### config.mk
export PLATFORM = sky130hd
export DESIGN_NAME = tef_trace_entry_formatter
export DESIGN_NICKNAME = d
export VERILOG_FILES = /design/src/hw/tef_pkg.sv /design/src/hw/tef_trace_entry_formatter.sv
export SDC_FILE = /design/constraint.sdc
export NUM_CORES = 1
export LEC_CHECK = 0
export BUFFER_PORTS_ARGS = -buffer_cell sky130_fd_sc_hd__buf_2
export CAP_MARGIN = 15
export CORE_ASPECT_RATIO = 2
export CORE_MARGIN = 2
export CORE_UTILIZATION = 42
export DETAILED_ROUTE_END_ITERATION = 10
export GPL_TIMING_DRIVEN = 0
export PLACE_DENSITY = 0.73
export SLEW_MARGIN = 20
export SYNTH_ARGS = -nofsm -noshare
export SYNTH_HDL_FRONTEND = slang
export SYNTH_SLANG_ARGS = --single-unit
### constraint.sdc
create_clock -name pclk -period 4.4 [get_ports pclk]
set_input_delay 0.66 -clock pclk [delete_from_list [all_inputs] [get_ports pclk]]
set_output_delay 0.66 -clock pclk [all_outputs]
set_load 0.1 [all_outputs]
### src/hw/tef_pkg.sv
/*
  tef_pkg: offsets, field positions, reset values and encodings for the
  trace entry formatter. Assumes a 32-bit APB register bus.
*/
package tef_pkg;
  // ---------------------------------------------------------------
  // register map (byte addresses)
  // ---------------------------------------------------------------
  localparam logic [7:0] TEF_CTRL_OFS = 8'h00;
  localparam logic [7:0] TEF_STAT_OFS = 8'h04;
  localparam logic [7:0] TEF_PAGE_OFS = 8'h08;
  // control fields
  localparam int TEF_CTRL_EN_BIT = 0;
  localparam int TEF_CTRL_PC_BIT = 1;
  localparam int TEF_CTRL_AL_LSB = 2;
  localparam logic [3:0] TEF_CTRL_RST = 4'h0;
  // ---------------------------------------------------------------
  // information byte layout
  // ---------------------------------------------------------------
  localparam int TEF_SIZE_MSB = 7;
  localparam int TEF_SIZE_LSB = 6;
  localparam int TEF_RW_BIT = 5;
  localparam int TEF_CMP_BIT = 3;
  localparam int TEF_PCV_BIT = 2;
  localparam int TEF_MARK_BIT = 1;
  localparam int TEF_WRAP_BIT = 0;
  localparam int TEF_INFO_LSB = 24;
  localparam int TEF_MAT_BIT = 63;
  localparam int TEF_LINE_W = 64;
  localparam int TEF_PAY_BYTES = 7;
  // line counter steps
  localparam logic [3:0] TEF_STEP_ONE = 4'h2;
  localparam logic [3:0] TEF_STEP_TWO = 4'h4;
  // compressed entries fit while the base still fits behind them
  localparam logic [2:0] TEF_LAST_CMP_POS = 3'h3;
  localparam logic [2:0] TEF_BASE_LEN = 3'h3;
  // ---------------------------------------------------------------
  // enumerations
  // ---------------------------------------------------------------
  typedef enum logic [1:0] {
    TEF_AL_BEGIN = 2'b00,
    TEF_AL_MID = 2'b01,
    TEF_AL_END = 2'b10
  } tef_align_t;
  typedef enum logic [1:0] {
    TEF_SZ_8 = 2'b00,
    TEF_SZ_16 = 2'b01,
    TEF_SZ_24 = 2'b10,
    TEF_SZ_32 = 2'b11
  } tef_size_t;
endpackage : tef_pkg

### src/hw/tef_trace_entry_formatter.sv
/*
  tef_trace_entry_formatter: builds 64-bit trace buffer lines from CPU
  activity in detail mode and program-counter-only mode, with an APB
  register slave. Assumes CPU strobes are synchronous to pclk and that
  the trace RAM accepts one line per cycle with no back-pressure.
*/
// How it works
// [RL1] access size sits in access byte bits 7:6
// [RL2] access byte bit 5 set for reads
// [RL3] stamp byte always has bit 1 set
// [RL4] stamp bit 3 marks comparator D entries
// [RL5] stamp bit 2 only with valid PC
// [RL6] stamp bit 0 marks stamp counter wrap
// [RL7] every executed opcode PC is recorded
// [RL8] same 256-byte page stores low byte only
// [RL9] full PC closes each record
// [RL10] seven payload bytes plus top info byte
// [RL11] fill upward, line ends with base
// [RL12] base normally lands in bytes 6 to 4
// [RL13] earlier base leaves upper bytes unused
// [RL14] info bits 6:4 count valid payload bytes
// [RL15] marker set on base low byte only
// [RL16] mid trigger flags line, starts new line
// [RL17] flag meaningless in begin/end alignment
// [RL18] trigger with new PC keeps it on line
// [RL19] no stamp or event lines in PC mode
// [RL20] counter adds four for paired lines, else two
// [RL21] info byte: flag, count, markers 3:0
// [RL22] unused info bits written as zero
`timescale 1ns/100ps
module tef_trace_entry_formatter
  import tef_pkg::*;
#(
  parameter int CNT_W = 16
) (
  input wire logic pclk,
  input wire logic presetn,
  input wire logic psel,
  input wire logic penable,
  input wire logic pwrite,
  input wire logic [7:0] paddr,
  input wire logic [31:0] pwdata,
  output logic [31:0] prdata,
  output logic pready,
  output logic pslverr,
  input wire logic acc_valid,
  input wire logic acc_read,
  input wire logic [1:0] acc_size,
  input wire logic [23:0] acc_addr,
  input wire logic [31:0] acc_data,
  input wire logic stamp_valid,
  input wire logic [15:0] stamp_value,
  input wire logic stamp_cmp_d,
  input wire logic stamp_wrap,
  input wire logic stamp_pc_valid,
  input wire logic [23:0] stamp_pc,
  input wire logic exec_valid,
  input wire logic [23:0] exec_pc,
  input wire logic event_fired_flag,
  output logic line_valid,
  output logic [63:0] line_data,
  output logic [CNT_W-1:0] line_count_field
);
  // ---------------------------------------------------------------
  // registers and apb slave
  // ---------------------------------------------------------------
  logic [3:0] ctrl_reg;
  logic en_d_reg;
  logic pready_reg;
  logic pslverr_reg;
  logic [31:0] prdata_reg;
  logic [CNT_W-1:0] cnt_reg;
  logic [3:0] cnt_add;
  logic acc_phase;
  logic hit;
  logic en;
  logic pc_mode;
  logic det_go;
  logic pc_go;
  logic mid_fire;
  logic [23:0] held_reg;
  logic held_v_reg;
  logic [2:0] pos_reg;
  logic [55:0] pay_reg;
  logic [6:0] nb_reg;
  logic mat_pend_reg;

  assign en = ctrl_reg[TEF_CTRL_EN_BIT];
  assign pc_mode = ctrl_reg[TEF_CTRL_PC_BIT];
  assign det_go = en && !pc_mode;
  assign pc_go = en && pc_mode;
  // the flag means nothing unless mid alignment is chosen
  assign mid_fire = event_fired_flag &&
      (ctrl_reg[TEF_CTRL_AL_LSB+:2] == TEF_AL_MID); // [RL17]
  assign acc_phase = psel && penable && pready_reg;
  assign hit = (paddr == TEF_CTRL_OFS) || (paddr == TEF_STAT_OFS) ||
      (paddr == TEF_PAGE_OFS);

  // one wait state: pready rises in the second access cycle
  always_ff @(posedge pclk or negedge presetn) begin
    if (!presetn) begin
      pready_reg <= 1'b0;
      pslverr_reg <= 1'b0;
      prdata_reg <= 32'h0000_0000;
    end else begin
      pready_reg <= psel && penable && !pready_reg;
      pslverr_reg <= psel && penable && !pready_reg && !hit;
      if (psel && penable && !pready_reg && !pwrite) begin
        case (paddr)
          TEF_CTRL_OFS: prdata_reg <= {28'h0000000, ctrl_reg};
          TEF_STAT_OFS: prdata_reg <= 32'(cnt_reg);
          TEF_PAGE_OFS: prdata_reg <= {4'h0, pos_reg, held_v_reg, held_reg};
          default: prdata_reg <= 32'h0000_0000;
        endcase
      end else begin
        prdata_reg <= 32'h0000_0000;
      end
    end
  end

  // control register; only writes to its own address land
  always_ff @(posedge pclk or negedge presetn) begin
    if (!presetn) begin
      ctrl_reg <= TEF_CTRL_RST;
      en_d_reg <= 1'b0;
    end else begin
      en_d_reg <= en;
      if (acc_phase && pwrite && paddr == TEF_CTRL_OFS) begin
        ctrl_reg <= pwdata[3:0];
      end
    end
  end

  // ---------------------------------------------------------------
  // detail mode lines
  // ---------------------------------------------------------------
  logic [7:0] acc_info;
  logic [7:0] stamp_info;
  logic [63:0] acc_line;
  logic [63:0] stamp_line;
  logic spend_reg;
  logic [63:0] spend_line_reg;

  always_comb begin
    acc_info = 8'h00; // [RL22]
    acc_info[TEF_SIZE_MSB:TEF_SIZE_LSB] = acc_size; // [RL1]
    acc_info[TEF_RW_BIT] = acc_read; // [RL2]
    stamp_info = 8'h00; // [RL22]
    stamp_info[TEF_CMP_BIT] = stamp_cmp_d; // [RL4]
    stamp_info[TEF_PCV_BIT] = stamp_pc_valid; // [RL5]
    stamp_info[TEF_MARK_BIT] = 1'b1; // [RL3]
    stamp_info[TEF_WRAP_BIT] = stamp_wrap; // [RL6]
    acc_line = {acc_data, acc_info, acc_addr};
    stamp_line = {stamp_value, 16'h0000, stamp_info,
        stamp_pc_valid ? stamp_pc : 24'h000000};
  end

  // ---------------------------------------------------------------
  // pc-only packing
  // ---------------------------------------------------------------
  logic pc_emit;
  logic [63:0] pc_line;
  logic [23:0] held_next;
  logic held_v_next;
  logic [2:0] pos_next;
  logic [55:0] pay_next;
  logic [6:0] nb_next;
  logic mat_pend_next;
  logic [55:0] pay_w;
  logic [6:0] nb_w;
  logic [2:0] cnt_w;
  logic do_close;
  logic put_base;
  logic mat_w;
  logic stop;

  // a base must still fit behind each compressed byte, so the line
  // closes early on a page change and leaves the top bytes unused
  always_comb begin
    held_next = held_reg;
    held_v_next = held_v_reg;
    pos_next = pos_reg;
    pay_next = pay_reg;
    nb_next = nb_reg;
    mat_pend_next = mat_pend_reg;
    pay_w = pay_reg;
    nb_w = nb_reg;
    do_close = 1'b0;
    put_base = 1'b0;
    mat_w = 1'b0;
    stop = en_d_reg && !en && pc_mode;
    if (pc_go && exec_valid) begin // [RL7]
      held_next = exec_pc;
      held_v_next = 1'b1;
      mat_pend_next = mid_fire; // [RL18]
      if (held_v_reg && held_reg[23:8] == exec_pc[23:8] && !mat_pend_reg &&
          pos_reg <= TEF_LAST_CMP_POS) begin
        pay_next[pos_reg*8+:8] = held_reg[7:0]; // [RL8]
        pos_next = pos_reg + 3'h1;
      end else if (held_v_reg) begin
        put_base = 1'b1; // [RL9]
        do_close = 1'b1;
        mat_w = mat_pend_reg;
      end
    end else if ((pc_go && (mid_fire || mat_pend_reg)) || stop) begin
      // flush now so the next entry opens a new line at byte 0
      put_base = held_v_reg; // [RL16]
      do_close = held_v_reg || (pos_reg != 3'h0);
      mat_w = mid_fire || mat_pend_reg;
      held_v_next = 1'b0;
      mat_pend_next = 1'b0;
    end
    if (put_base) begin
      pay_w[pos_reg*8+:8] = held_reg[7:0]; // [RL12] [RL13]
      pay_w[(pos_reg+3'h1)*8+:8] = held_reg[15:8];
      pay_w[(pos_reg+3'h2)*8+:8] = held_reg[23:16];
      nb_w[pos_reg] = 1'b1; // [RL15]
    end
    cnt_w = put_base ? pos_reg + TEF_BASE_LEN : pos_reg; // [RL14]
    pc_line = {mat_w, cnt_w, nb_w[3:0], pay_w}; // [RL10] [RL21]
    pc_emit = do_close;
    if (do_close) begin
      pos_next = 3'h0; // [RL11]
      pay_next = 56'h0;
      nb_next = 7'h00;
    end
  end

  // packing state; a close and the next pc land in the same edge
  always_ff @(posedge pclk or negedge presetn) begin
    if (!presetn) begin
      held_reg <= 24'h000000;
      held_v_reg <= 1'b0;
      pos_reg <= 3'h0;
      pay_reg <= 56'h0;
      nb_reg <= 7'h00;
      mat_pend_reg <= 1'b0;
    end else begin
      held_reg <= held_next;
      held_v_reg <= held_v_next;
      pos_reg <= pos_next;
      pay_reg <= pay_next;
      nb_reg <= nb_next;
      mat_pend_reg <= mat_pend_next;
    end
  end

  // ---------------------------------------------------------------
  // line output and line counter
  // ---------------------------------------------------------------
  // an access wins the port; its stamp line waits for the first cycle without an access, and a
  // second stamp while one waits is dropped, or replaces the waiting one if it comes with an access
  always_ff @(posedge pclk or negedge presetn) begin
    if (!presetn) begin
      line_valid <= 1'b0;
      line_data <= 64'h0;
      spend_reg <= 1'b0;
      spend_line_reg <= 64'h0;
    end else begin
      line_valid <= 1'b0;
      if (det_go && acc_valid) begin
        line_valid <= 1'b1;
        line_data <= acc_line;
        if (stamp_valid) begin
          spend_reg <= 1'b1;
          spend_line_reg <= stamp_line;
        end
      end else if (det_go && spend_reg) begin
        line_valid <= 1'b1;
        line_data <= spend_line_reg;
        spend_reg <= 1'b0;
      end else if (det_go && stamp_valid) begin
        line_valid <= 1'b1;
        line_data <= stamp_line;
      end else if (pc_emit) begin // [RL19]
        line_valid <= 1'b1;
        line_data <= pc_line;
      end
      if (!det_go) begin
        spend_reg <= 1'b0;
      end
    end
  end

  // a paired entry is counted at its access edge, so the deferred stamp adds nothing
  always_comb begin
    cnt_add = 4'h0;
    if (det_go && acc_valid) begin
      cnt_add = stamp_valid ? TEF_STEP_TWO : TEF_STEP_ONE; // [RL20]
    end else if (det_go && spend_reg) begin
      cnt_add = 4'h0;
    end else if ((det_go && stamp_valid) || pc_emit) begin
      cnt_add = TEF_STEP_ONE;
    end
  end

  // restarts whenever tracing is switched on
  always_ff @(posedge pclk or negedge presetn) begin
    if (!presetn) begin
      cnt_reg <= '0;
      line_count_field <= '0;
    end else begin
      if (en && !en_d_reg) begin
        cnt_reg <= '0;
      end else begin
        cnt_reg <= cnt_reg + CNT_W'(cnt_add);
      end
      line_count_field <= cnt_reg;
    end
  end

  // bus outputs come straight from their flops
  assign prdata = prdata_reg;
  assign pready = pready_reg;
  assign pslverr = pslverr_reg;

  // ---------------------------------------------------------------
  // assertions
  // ---------------------------------------------------------------
  a_access_size: assert property (@(posedge pclk) disable iff (!presetn) // [RL1]
    det_go && acc_valid |=> line_valid && line_data[31:30] == $past(acc_size))
    else $error("access size field wrong");
  a_access_dir: assert property (@(posedge pclk) disable iff (!presetn) // [RL2]
    det_go && acc_valid |=> line_data[29] == $past(acc_read) &&
        line_data[28:24] == 5'h00)
    else $error("read write flag wrong");
  a_stamp_mark: assert property (@(posedge pclk) disable iff (!presetn) // [RL3]
    det_go && stamp_valid && !acc_valid && !spend_reg |=>
        line_valid && line_data[25] && line_data[31:28] == 4'h0)
    else $error("stamp line not marked");
  a_stamp_cmp: assert property (@(posedge pclk) disable iff (!presetn) // [RL4]
    det_go && stamp_valid && acc_valid ##1 det_go && !acc_valid |=>
        line_valid && line_data[27] == $past(stamp_cmp_d, 2))
    else $error("comparator flag wrong");
  a_stamp_pcv: assert property (@(posedge pclk) disable iff (!presetn) // [RL5]
    det_go && stamp_valid && !acc_valid && !spend_reg && !stamp_pc_valid |=>
        !line_data[26] && line_data[23:0] == 24'h000000)
    else $error("pc valid flag wrong");
  a_stamp_wrap: assert property (@(posedge pclk) disable iff (!presetn) // [RL6]
    det_go && stamp_valid && !acc_valid && !spend_reg |=>
        line_data[24] == $past(stamp_wrap))
    else $error("wrap flag wrong");
  a_count_step: assert property (@(posedge pclk) disable iff (!presetn) // [RL20]
    det_go && en_d_reg && acc_valid && stamp_valid |=>
        cnt_reg == $past(cnt_reg) + CNT_W'(4))
    else $error("line count not advanced by four");
  a_pc_count: assert property (@(posedge pclk) disable iff (!presetn) // [RL14]
    pc_emit |=> line_valid && line_data[62:60] != 3'h0 && pos_reg == 3'h0)
    else $error("pc line count or restart wrong");
  a_pc_base_fit: assert property (@(posedge pclk) disable iff (!presetn) // [RL13]
    pos_reg <= 3'h4)
    else $error("base cannot fit on line");
  a_pc_no_stamp: assert property (@(posedge pclk) disable iff (!presetn) // [RL19]
    pc_go && !pc_emit |=> !line_valid)
    else $error("stray line in pc mode");
  // pc-only checks look at the registered line one cycle on
  a_pc_full_line: assert property (@(posedge pclk) disable iff (!presetn) // [RL12]
    pc_emit && pos_reg == 3'h4 |=> line_data[62:60] == 3'h7 && line_data[59:56] == 4'h0)
    else $error("full line layout wrong");
  a_pc_marker: assert property (@(posedge pclk) disable iff (!presetn) // [RL15]
    pc_emit && held_v_reg && pos_reg == 3'h0 |=> line_data[56] && line_data[62:60] == 3'h3)
    else $error("base marker wrong");
  a_pc_mid_flag: assert property (@(posedge pclk) disable iff (!presetn) // [RL16]
    pc_go && !exec_valid && mid_fire && held_v_reg |=> line_valid && line_data[63])
    else $error("mid trigger flag missing");
  a_pc_compress: assert property (@(posedge pclk) disable iff (!presetn) // [RL8]
    pc_go && exec_valid && held_v_reg && !mat_pend_reg && pos_reg <= 3'h3 &&
        held_reg[23:8] == exec_pc[23:8] |=> !line_valid && pos_reg == $past(pos_reg) + 3'h1)
    else $error("same page pc not compressed");
  a_stamp_pc_carry: assert property (@(posedge pclk) disable iff (!presetn) // [RL5]
    det_go && stamp_valid && !acc_valid && !spend_reg && stamp_pc_valid |=>
        line_data[26] && line_data[23:0] == $past(stamp_pc))
    else $error("stamp pc not carried");
endmodule : tef_trace_entry_formatter

; Word level (Yosys, flattened, before mapping)
; Cells that the tools add are included.
[totals]
ff_bits = 266
input_bits = 175
out_inout_bits = 115
elab_cells = 130
[classes]
n_addsub = 8
magnitude_cmp = 3
eq_ne = 6
shifts = 6
muxes = 47
n_reduce_logical = 44
[ops]
columns = cell, count
row1 = 64-bit 2-to-1 mux, 4
row2 = 56-bit 2-to-1 mux, 4
row3 = 56-bit bitwise mux, 3
row4 = 8-bit by 34-bit variable shift with 56-bit output (first input constant), 3
row5 = 8-bit by 34-bit indexed part select with 56-bit output, 3
row6 = 28-bit case mux with 3 select lines, 1
row7 = 7-bit negation with 34-bit output, 2
row8 = 6-bit negation with 34-bit output, 1
row9 = 28-bit 2-to-1 mux, 1
row10 = 24-bit 2-to-1 mux, 1
row11 = 1-bit logical AND, 22
row12 = 1-bit 2-to-1 mux, 22
row13 = 3-bit 2-to-1 mux, 6
row14 = 16-bit by 4-bit adder with 16-bit output, 1
row15 = 16-bit equality test, 1
row16 = 16-bit 2-to-1 mux, 1
row17 = 8-bit by 3-bit equality test with 1-bit output (second input constant), 1
row18 = 8-bit by 4-bit equality test with 1-bit output (second input constant), 1
row19 = 8-bit logical NOT, 1
row20 = 1-bit logical NOT, 7
row21 = 1-bit logical OR, 6
row22 = 2-bit AND reduction, 3
row23 = 2-bit nonzero test, 3
row24 = 3-bit by 1-bit adder with 4-bit output (second input constant), 1
row25 = 14 further kinds, 15

; Logic depth before layout (Yosys ltp)
; Gate-level depths: netlist of run 1.
[logic_depth]
word_depth = 13
ltp_mapped = 18
mapped_depth_nobuf = 15

; Worst setup path before layout of run 1
; No wires, ideal clock.
[synth_path]
kind = reg2reg
from = reg pos_reg[0]
to = reg line_data[23]
setup_time_ns = 0.092
arrival_time_ns = 3.843
t_required_ns = 4.308
setup_slack_ns = 0.465
path_stages_with_launch = 17
n_path_buf = 5
synth_period_minus_slack_ns = 3.935
cell_sequence = dfrtp_1 -> buf_2 -> clkbuf_1 -> inv_1 -> ha_1 -> buf_2 -> nor2b_1 -> clkbuf_1 -> and2_1 -> ha_1 -> clkbuf_1 -> nand3_1 -> a21boi_0 -> a32oi_1 -> and3_1 -> o31a_1 -> o31ai_2
[synth_via]
elab_chain_cells = 10
[synth_lines]
columns = element, line
row1 = start: declaration, tef_trace_entry_formatter.sv:83  ; logic [2:0] pos_reg;
row2 = start signal: assignment, tef_trace_entry_formatter.sv:241  ; pos_reg <= pos_next;
row3 = 3-bit by 1-bit adder with 4-bit output / 6-bit negation with 34-bit output (equally long branches), "tef_trace_entry_formatter.sv:215, tef_trace_entry_formatter.sv:214"
row4 = "7-bit negation with 34-bit output, or another cell as far along", tef_trace_entry_formatter.sv:215  ; pay_w[(pos_reg+3'h1)*8+:8] = held_reg[15:8];
row5 = "8-bit by 34-bit indexed part select with 56-bit output, or another cell as far along", tef_trace_entry_formatter.sv:215
row6 = 56-bit bitwise mux, tef_trace_entry_formatter.sv:215
row7 = 56-bit bitwise mux, tef_trace_entry_formatter.sv:216  ; pay_w[(pos_reg+3'h2)*8+:8] = held_reg[23:16];
row8 = 56-bit 2-to-1 mux, tef_trace_entry_formatter.sv:213  ; if (put_base) begin
row9 = 64-bit 2-to-1 mux, tef_trace_entry_formatter.sv:275  ; end else if (pc_emit) begin
row10 = 64-bit 2-to-1 mux, tef_trace_entry_formatter.sv:272  ; end else if (det_go && stamp_valid) begin
row11 = 64-bit 2-to-1 mux, tef_trace_entry_formatter.sv:268  ; end else if (det_go && spend_reg) begin
row12 = 64-bit 2-to-1 mux, tef_trace_entry_formatter.sv:261  ; if (det_go && acc_valid) begin
row13 = end signal: assignment, tef_trace_entry_formatter.sv:263  ; line_data <= acc_line;
row14 = end signal: assignment, tef_trace_entry_formatter.sv:270  ; line_data <= spend_line_reg;
row15 = end signal: assignment, tef_trace_entry_formatter.sv:274  ; line_data <= stamp_line;
row16 = end: declaration, tef_trace_entry_formatter.sv:61  ; output logic [63:0] line_data,
; Parallel ways exist; a longest one is shown, timed or not. The select of a mux whose other input is x is not followed.
; A chain may end at the register's enable or synchronous reset.

; Final worst setup path of run 1
[layout_path]
from = reg pos_reg[0]
to = reg line_data[46]
; Same word-level chain as after synthesis.

==> results_dict.tcl, run 1 <==
set metrics [dict create \
    synth_top_area_share_pct 44.54 \
    critical_path_class "reg2reg" \
    ios 290 \
    largest_reg_flops 64 \
    finalSetupViolCount 0 \
    dieArea_mm2 0.03638 \
    cpPeakStageDelay_ns 0.47 \
    cts_tree "built" \
    synth_edf_count 0 \
    peakVddDrop_v 0.0002670 \
    relSlewSlack_pct 27.21 \
    cts_max_level 1 \
    synth_largest_area_cell "dfrtp_1" \
    clkTransAtPathRegs_ns 0.07 \
    finalMaxSlewViolations 0 \
    layout-drive-gt1-share_pct 22.55 \
    core.rowCount 96 \
    critical_path_required_ns 4.87 \
    finalWorstSetupSlack_ns 0.1093 \
    fillers 3275 \
    period_share_pct 97.51 \
    postSynth.asyncResetShare_pct 100.0 \
    ys_ff_latch 260 \
    synth.area.top_cells "dfrtp_1, nand2_1, nor2_1" \
    status "finished, final reports clean" \
    cts_root_buf "clkbuf_16" \
    drt-total-wl_um 60740 \
    period_minus_slack_ns 4.291 \
    critPathMaxFanout 10 \
    finalHoldViolations 0 \
    antennaDiodeCount 0 \
    firstDrtPassIters 6 \
    cp_slowest_cell "ha_1" \
    grt_usage_pct 32.99 \
    synth_common_cells "nand2_1, dfrtp_1, nor2_1" \
    gr-total-overflow 0 \
    grt_pass1_wl_um 88870 \
    antenna_found_initial 0 \
    synth_seq_area_share_pct 44.54 \
    cp_data_arrival_time_ns 4.77 \
    io_buffers 253 \
    gp_congestion 1.030 \
    fin_hold_ws_ns 0.03550 \
    p_leak_nw 8.140 \
    drtAntennaViolNets 0 \
    clkLatencyLatePin_ns 0.56 \
    die_h_um 267.7 \
    grt_pass1_vias 14606 \
    route.vias.total 14329 \
    cts_made_buffers 25 \
    placed_area_mm2 0.01655 \
    post-dp-hpwl_um 47600 \
    fmax_mhz 233.1 \
    cts_max_path_buffers 3 \
    area_delta_synth_final_pct 19.87 \
    initial_core_util_pct 42.52 \
    power_density_mw_per_mm2 295.1 \
    synth_area_per_cell_um2 8.816 \
    crit_chain "clkbuf_4 > buf_6 > clkinvlp_4 > ha_1 > buf_4 > nor2b_2 > clkbuf_4 > and2_1 > ha_1 > nand2_1 > nor2_2 > clkbuf_1 > nand3_1 > o21ai_0 > a21oi_1 > a21o_1 > a21oi_1" \
    postSynthCellCount 1657 \
    synthesis.area_mm2 0.01461 \
    drt_iter0_drc 944 \
    yosys_warnings 0 \
    coreArea_mm2 0.03435 \
    tightest_slew_ns 1.092 \
    ff2ff_path_depth 17 \
    nets 2136 \
    cp-start-kind "register" \
    final_area_mm2 0.01751 \
    endpoint_kind "register" \
    clock_skew_ns 0.02292 \
    clock_sinks 260 \
    yosys.cell_count.top_type "nand2_1" \
    drc_errors 0 \
    grt_max_degree 72 \
    preCtsSetupSlack_ns -1.252 \
    die_w_um 135.9 \
    wl_per_cell_um 25.30 \
    maxCapViolations 0 \
    synthFlopType "dfrtp_1" \
    viasPerCell 5.968 \
    min_path_type "in2async" \
    synth_cell_types 73 \
]
==> path summary, 6_finish.rpt <==
| path | start | to | slack (ns) |
|---|---|---|---|
| max | pos_reg[0]$_DFFE_PN0P_ | line_data[46]$_DFFE_PN0P_ | 0.11 |
| min | presetn | held_reg[16]$_DFFE_PN0P_ | 0.04 |
| max reg2reg | pos_reg[0]$_DFFE_PN0P_ | line_data[46]$_DFFE_PN0P_ | 0.11 |
| min reg2reg | cnt_reg[15]$_DFF_PN0_ | line_count_field[15]$_DFF_PN0_ | 0.44 |
| max in group asynchronous | presetn | line_data[43]$_DFFE_PN0P_ | 3.60 |
| min in group pclk | exec_pc[5] | held_reg[5]$_DFFE_PN0P_ | 0.30 |
==> per-stage QoR <==
step | utilization [%] | setup TNS [ns] | total power [mW] | std cells
after floorplan | - | 0 | 2.741 | 1661
after global placement | 47.86 | -600.62 | 2.912 | 2355
after detailed placement | 48.17 | -61.84 | 2.928 | 2359
after CTS | 50.86 | 0 | 5.193 | 2401
after global routing | 50.97 | -0.01245 | 5.302 | 2401
final | 50.97 | 0 | 5.168 | 2401
==> critical path: cells and delay by family, from the launching register on <==
family,cells,cell delay [ns]
buffers and inverters,6,1.48
DFF,1,0.43
AOI/OAI and AO/OA,4,0.57
adders and majority gates,2,0.89
and+or+nand+nor,5,0.86
==> power by group <==
group | switching [mW] | internal (mW) | total, mW
combinational | 0.339 | 0.106 | 0.445
clock | 1.02 | 1.27 | 2.29
sequential | 0.0180 | 2.42 | 2.44
==> cell families after synthesis <==
group	Yosys count	share of synthesized area (%)
compound gates	451	21.28
flops	260	44.54
xor+xnor	32	1.919
simple gates	660	20.18
mux	77	5.627
fa+ha+maj	19	1.679
buf+inv	157	4.754
other cells	1	0.02567
==> layer usage <==
layer  global-route usage (%)  vias to the layer above  wire length (um)
li1                         -                     6471                 -
met1                    34.03                     6967             20580
met2                    60.09                      669             31340
met3                    3.735                      222              3514
met4                    25.06                        0              5302
met5                        0                        -                 0
==> placed cells by master, fill, tap and decap left out, types with 33 or more instances in the layout <==
cell type,Yosys,routed
nand3_1,47,47
mux2i_1,36,36
nand2_1,286,286
clkbuf_1,100,92
o21ai_0,76,76
a22oi_1,37,37
a211oi_1,40,33
nor2_1,176,175
a21oi_1,126,124
buf_2,28,279
dfrtp_1,260,259
mux2_2,41,41
==> final cells by class <==
type	count	area, um2	area share [%]
Inverter	7	30.03	0.1715
Clock inverter	15	180.2	1.029
Timing Repair Buffer	261	1396	7.974
Tap cell	441	551.8	3.151
Clock buffer	30	664.4	3.794
Buffer	143	660.6	3.773
Multi-Input combinational cell	1244	7520	42.94
Sequential cell	260	6507	37.16
==> repair_timing <==
| action | 4_1_cts | 5_1_grt |
|---|---|---|
| resized for setup | 24 | 10 |
| setup buffers | 1 | 3 |
| setup endpoints to repair | 71 | 46 |
| hold buffers | 0 | 0 |
| gates cloned | 0 | 0 |
Note: power is estimated with default switching activity, not from simulation.
==> inputs of run 2 (changes only) <==
- CTS_BUF_LIST: not set -> sky130_fd_sc_hd__clkbuf_4
==> run 2 against run 1 <==
Net effect: non-clock buffer count up 1; first-iteration DRC count grew 1.5%; maximum frequency is 1.2% higher; worst setup slack improved by 0.051 ns; clock power fell by 16%; global-route usage rose by 0.38 points; cell count grew 3.0%; clock skew up 0.037 ns; routed wire length grew 0.79%; sequential power about the same; die area is the same; critical endpoint is now line_data[5]$_DFFE_PN0P_; highest routed layer unchanged.
==> results_dict.tcl, run 2 (synthesis results as in run 1) <==
set metrics [dict create \
    status "finished, final reports clean" \
    p_leak_nw 8.191 \
    rsz0062_at_grt "no" \
    cp-start-kind "register" \
    cts_tree "built" \
    maxCapViolations 0 \
    fillers 3346 \
    power_density_mw_per_mm2 275.9 \
    largest_reg_flops 64 \
    grt_pass1_vias 14952 \
    peakVddDrop_v 0.0001749 \
    ios 290 \
    finalNonFillerCells 2473 \
    clkLatencyLatePin_ns 0.78 \
    gr-total-overflow 0 \
    placed_area_mm2 0.01655 \
    place_inst 2359 \
    drt_iter0_drc 958 \
    viasPerCell 5.908 \
    period_share_pct 96.35 \
    cp_data_arrival_time_ns 4.87 \
    route.vias.total 14611 \
    die_w_um 135.9 \
    tightest_slew_ns 1.044 \
    area_delta_synth_final_pct 19.34 \
    final_cell_mix "nand2_1, buf_2, dfrtp_1" \
    drc_errors 0 \
    cts_max_level 2 \
    critical_path_required_ns 5.03 \
    endpoint_kind "register" \
    ff2ff_path_depth 16 \
    post-dp-hpwl_um 47600 \
    wl_per_cell_um 24.76 \
    cts_made_buffers 61 \
    final_area_mm2 0.01743 \
    cts_max_path_buffers 3 \
    clock_sinks 260 \
    grt_usage_pct 33.37 \
    dieArea_mm2 0.03638 \
    seqCellArea_mm2 0.006507 \
    die_h_um 267.7 \
    nets 2173 \
    drtAntennaViolNets 0 \
    coreArea_mm2 0.03435 \
    cts_root_buf "clkbuf_4" \
    antenna_found_initial 1 \
    worstHoldPathCells 3 \
    fmax_mhz 235.9 \
    io_buffers 253 \
    min_path_type "in2reg" \
    clkTransAtPathRegs_ns 0.08 \
    period_minus_slack_ns 4.240 \
    finalMaxSlewViolations 0 \
    gp_congestion 1.030 \
    drt-total-wl_um 61220 \
    relSlewSlack_pct 30.39 \
    final_common_cell "nand2_1" \
    grt_pass1_wl_um 89620 \
    layout-drive-gt1-share_pct 24.22 \
    initial_core_util_pct 42.52 \
    cpPeakStageDelay_ns 0.46 \
    crit_chain "clkbuf_4 > buf_6 > clkinvlp_4 > ha_1 > buf_4 > nor2b_2 > clkbuf_4 > and2_1 > ha_1 > nand4b_1 > buf_4 > nor2_1 > a211oi_1 > a211oi_1 > o31a_1 > o31ai_1" \
    critPathMaxFanout 10 \
    finalSetupViolCount 0 \
    grt_max_degree 72 \
    critical_path_class "reg2reg" \
    cp_slowest_cell "a211oi_1" \
    multi_input_area_mm2 0.007525 \
    firstDrtPassIters 8 \
    core.rowCount 96 \
    clock_skew_ns 0.06003 \
    finalHoldViolations 0 \
]
-- run 2: cell count changes in the layout (fill, tap and decap cells not counted), sizes merged --
cell	delta
clkinv	+25
inv	-1
bufinv	-3
clkinvlp	-3
diode	+1
dlygate4sd3	+1
clkbuf	+52
-- run 2: power breakdown --
part           internal (mW)  switching (mW)
clock network          0.875            1.05
logic                  0.107           0.339
registers               2.42          0.0179
-- run 2: through the flow --
stage | hold WS (ns) | total power, mW | setup WS [ns] | TNS, ns | utilization [%]
finish | 0.09187 | 4.809 | 0.1604 | 0 | 50.75
floorplan | 0.3644 | 2.741 | 0.4649 | 0 | -
global route | 0.07682 | 4.983 | 0.006211 | 0 | 50.75
detailed placement | 0.4133 | 2.928 | -1.252 | -61.84 | 48.17
CTS | 0.04894 | 4.850 | 0.01971 | 0 | 50.63
global placement | 0.4245 | 2.912 | -2.094 | -600.62 | 47.86
-- run 2: layout make-up --
class / instances / share of cell area, %
multi-input cells: 1244 / 43.16
well taps: 441 / 3.165
clock buffers: 82 / 3.531
flip-flops and latches: 260 / 37.33
plain buffers: 143 / 3.797
clock inverters: 33 / 0.7608
inverters: 7 / 0.1723
repair buffers: 262 / 8.067
diodes: 1 / 0.01435
-- run 2: final timing paths --
kind                                   startpoint  slack [ns]                              to
min in group asynchronous                 presetn        0.44        held_reg[16]$_DFFE_PN0P_
max in group asynchronous                 presetn        3.21         pay_reg[46]$_DFFE_PN0P_
min reg2reg                 cnt_reg[15]$_DFF_PN0_        0.44  line_count_field[15]$_DFF_PN0_
min                                    exec_pc[5]        0.09         held_reg[5]$_DFFE_PN0P_
max reg2reg                pos_reg[0]$_DFFE_PN0P_        0.16        line_data[5]$_DFFE_PN0P_
max                        pos_reg[0]$_DFFE_PN0P_        0.16        line_data[5]$_DFFE_PN0P_
-- run 2: worst max-delay path: cells and delay by family (launching register included) --
kind	cells	cell delay (ns)
adders and majority gates	2	0.74
buffers and inverters	6	1.33
and+or+nand+nor	4	0.78
DFF	1	0.44
AOI/OAI and AO/OA	4	0.83
-- run 2: what timing repair did --
item,4_1_cts,5_1_grt
hold buffers,1,0
resized for setup,27,9
setup endpoints to repair,71,37
hold endpoints to repair,55,0
buffers inserted,1,3
-- run 2: routing by layer --
layer / vias up / part of all wire, % / GRT usage (%)
li1: 6605 / - / -
met4: 0 / 9.4 / 27.62
met3: 259 / 5.9 / 4.999
met2: 732 / 51 / 60.20
met5: - / 0 / 0
met1: 7015 / 33 / 33.16
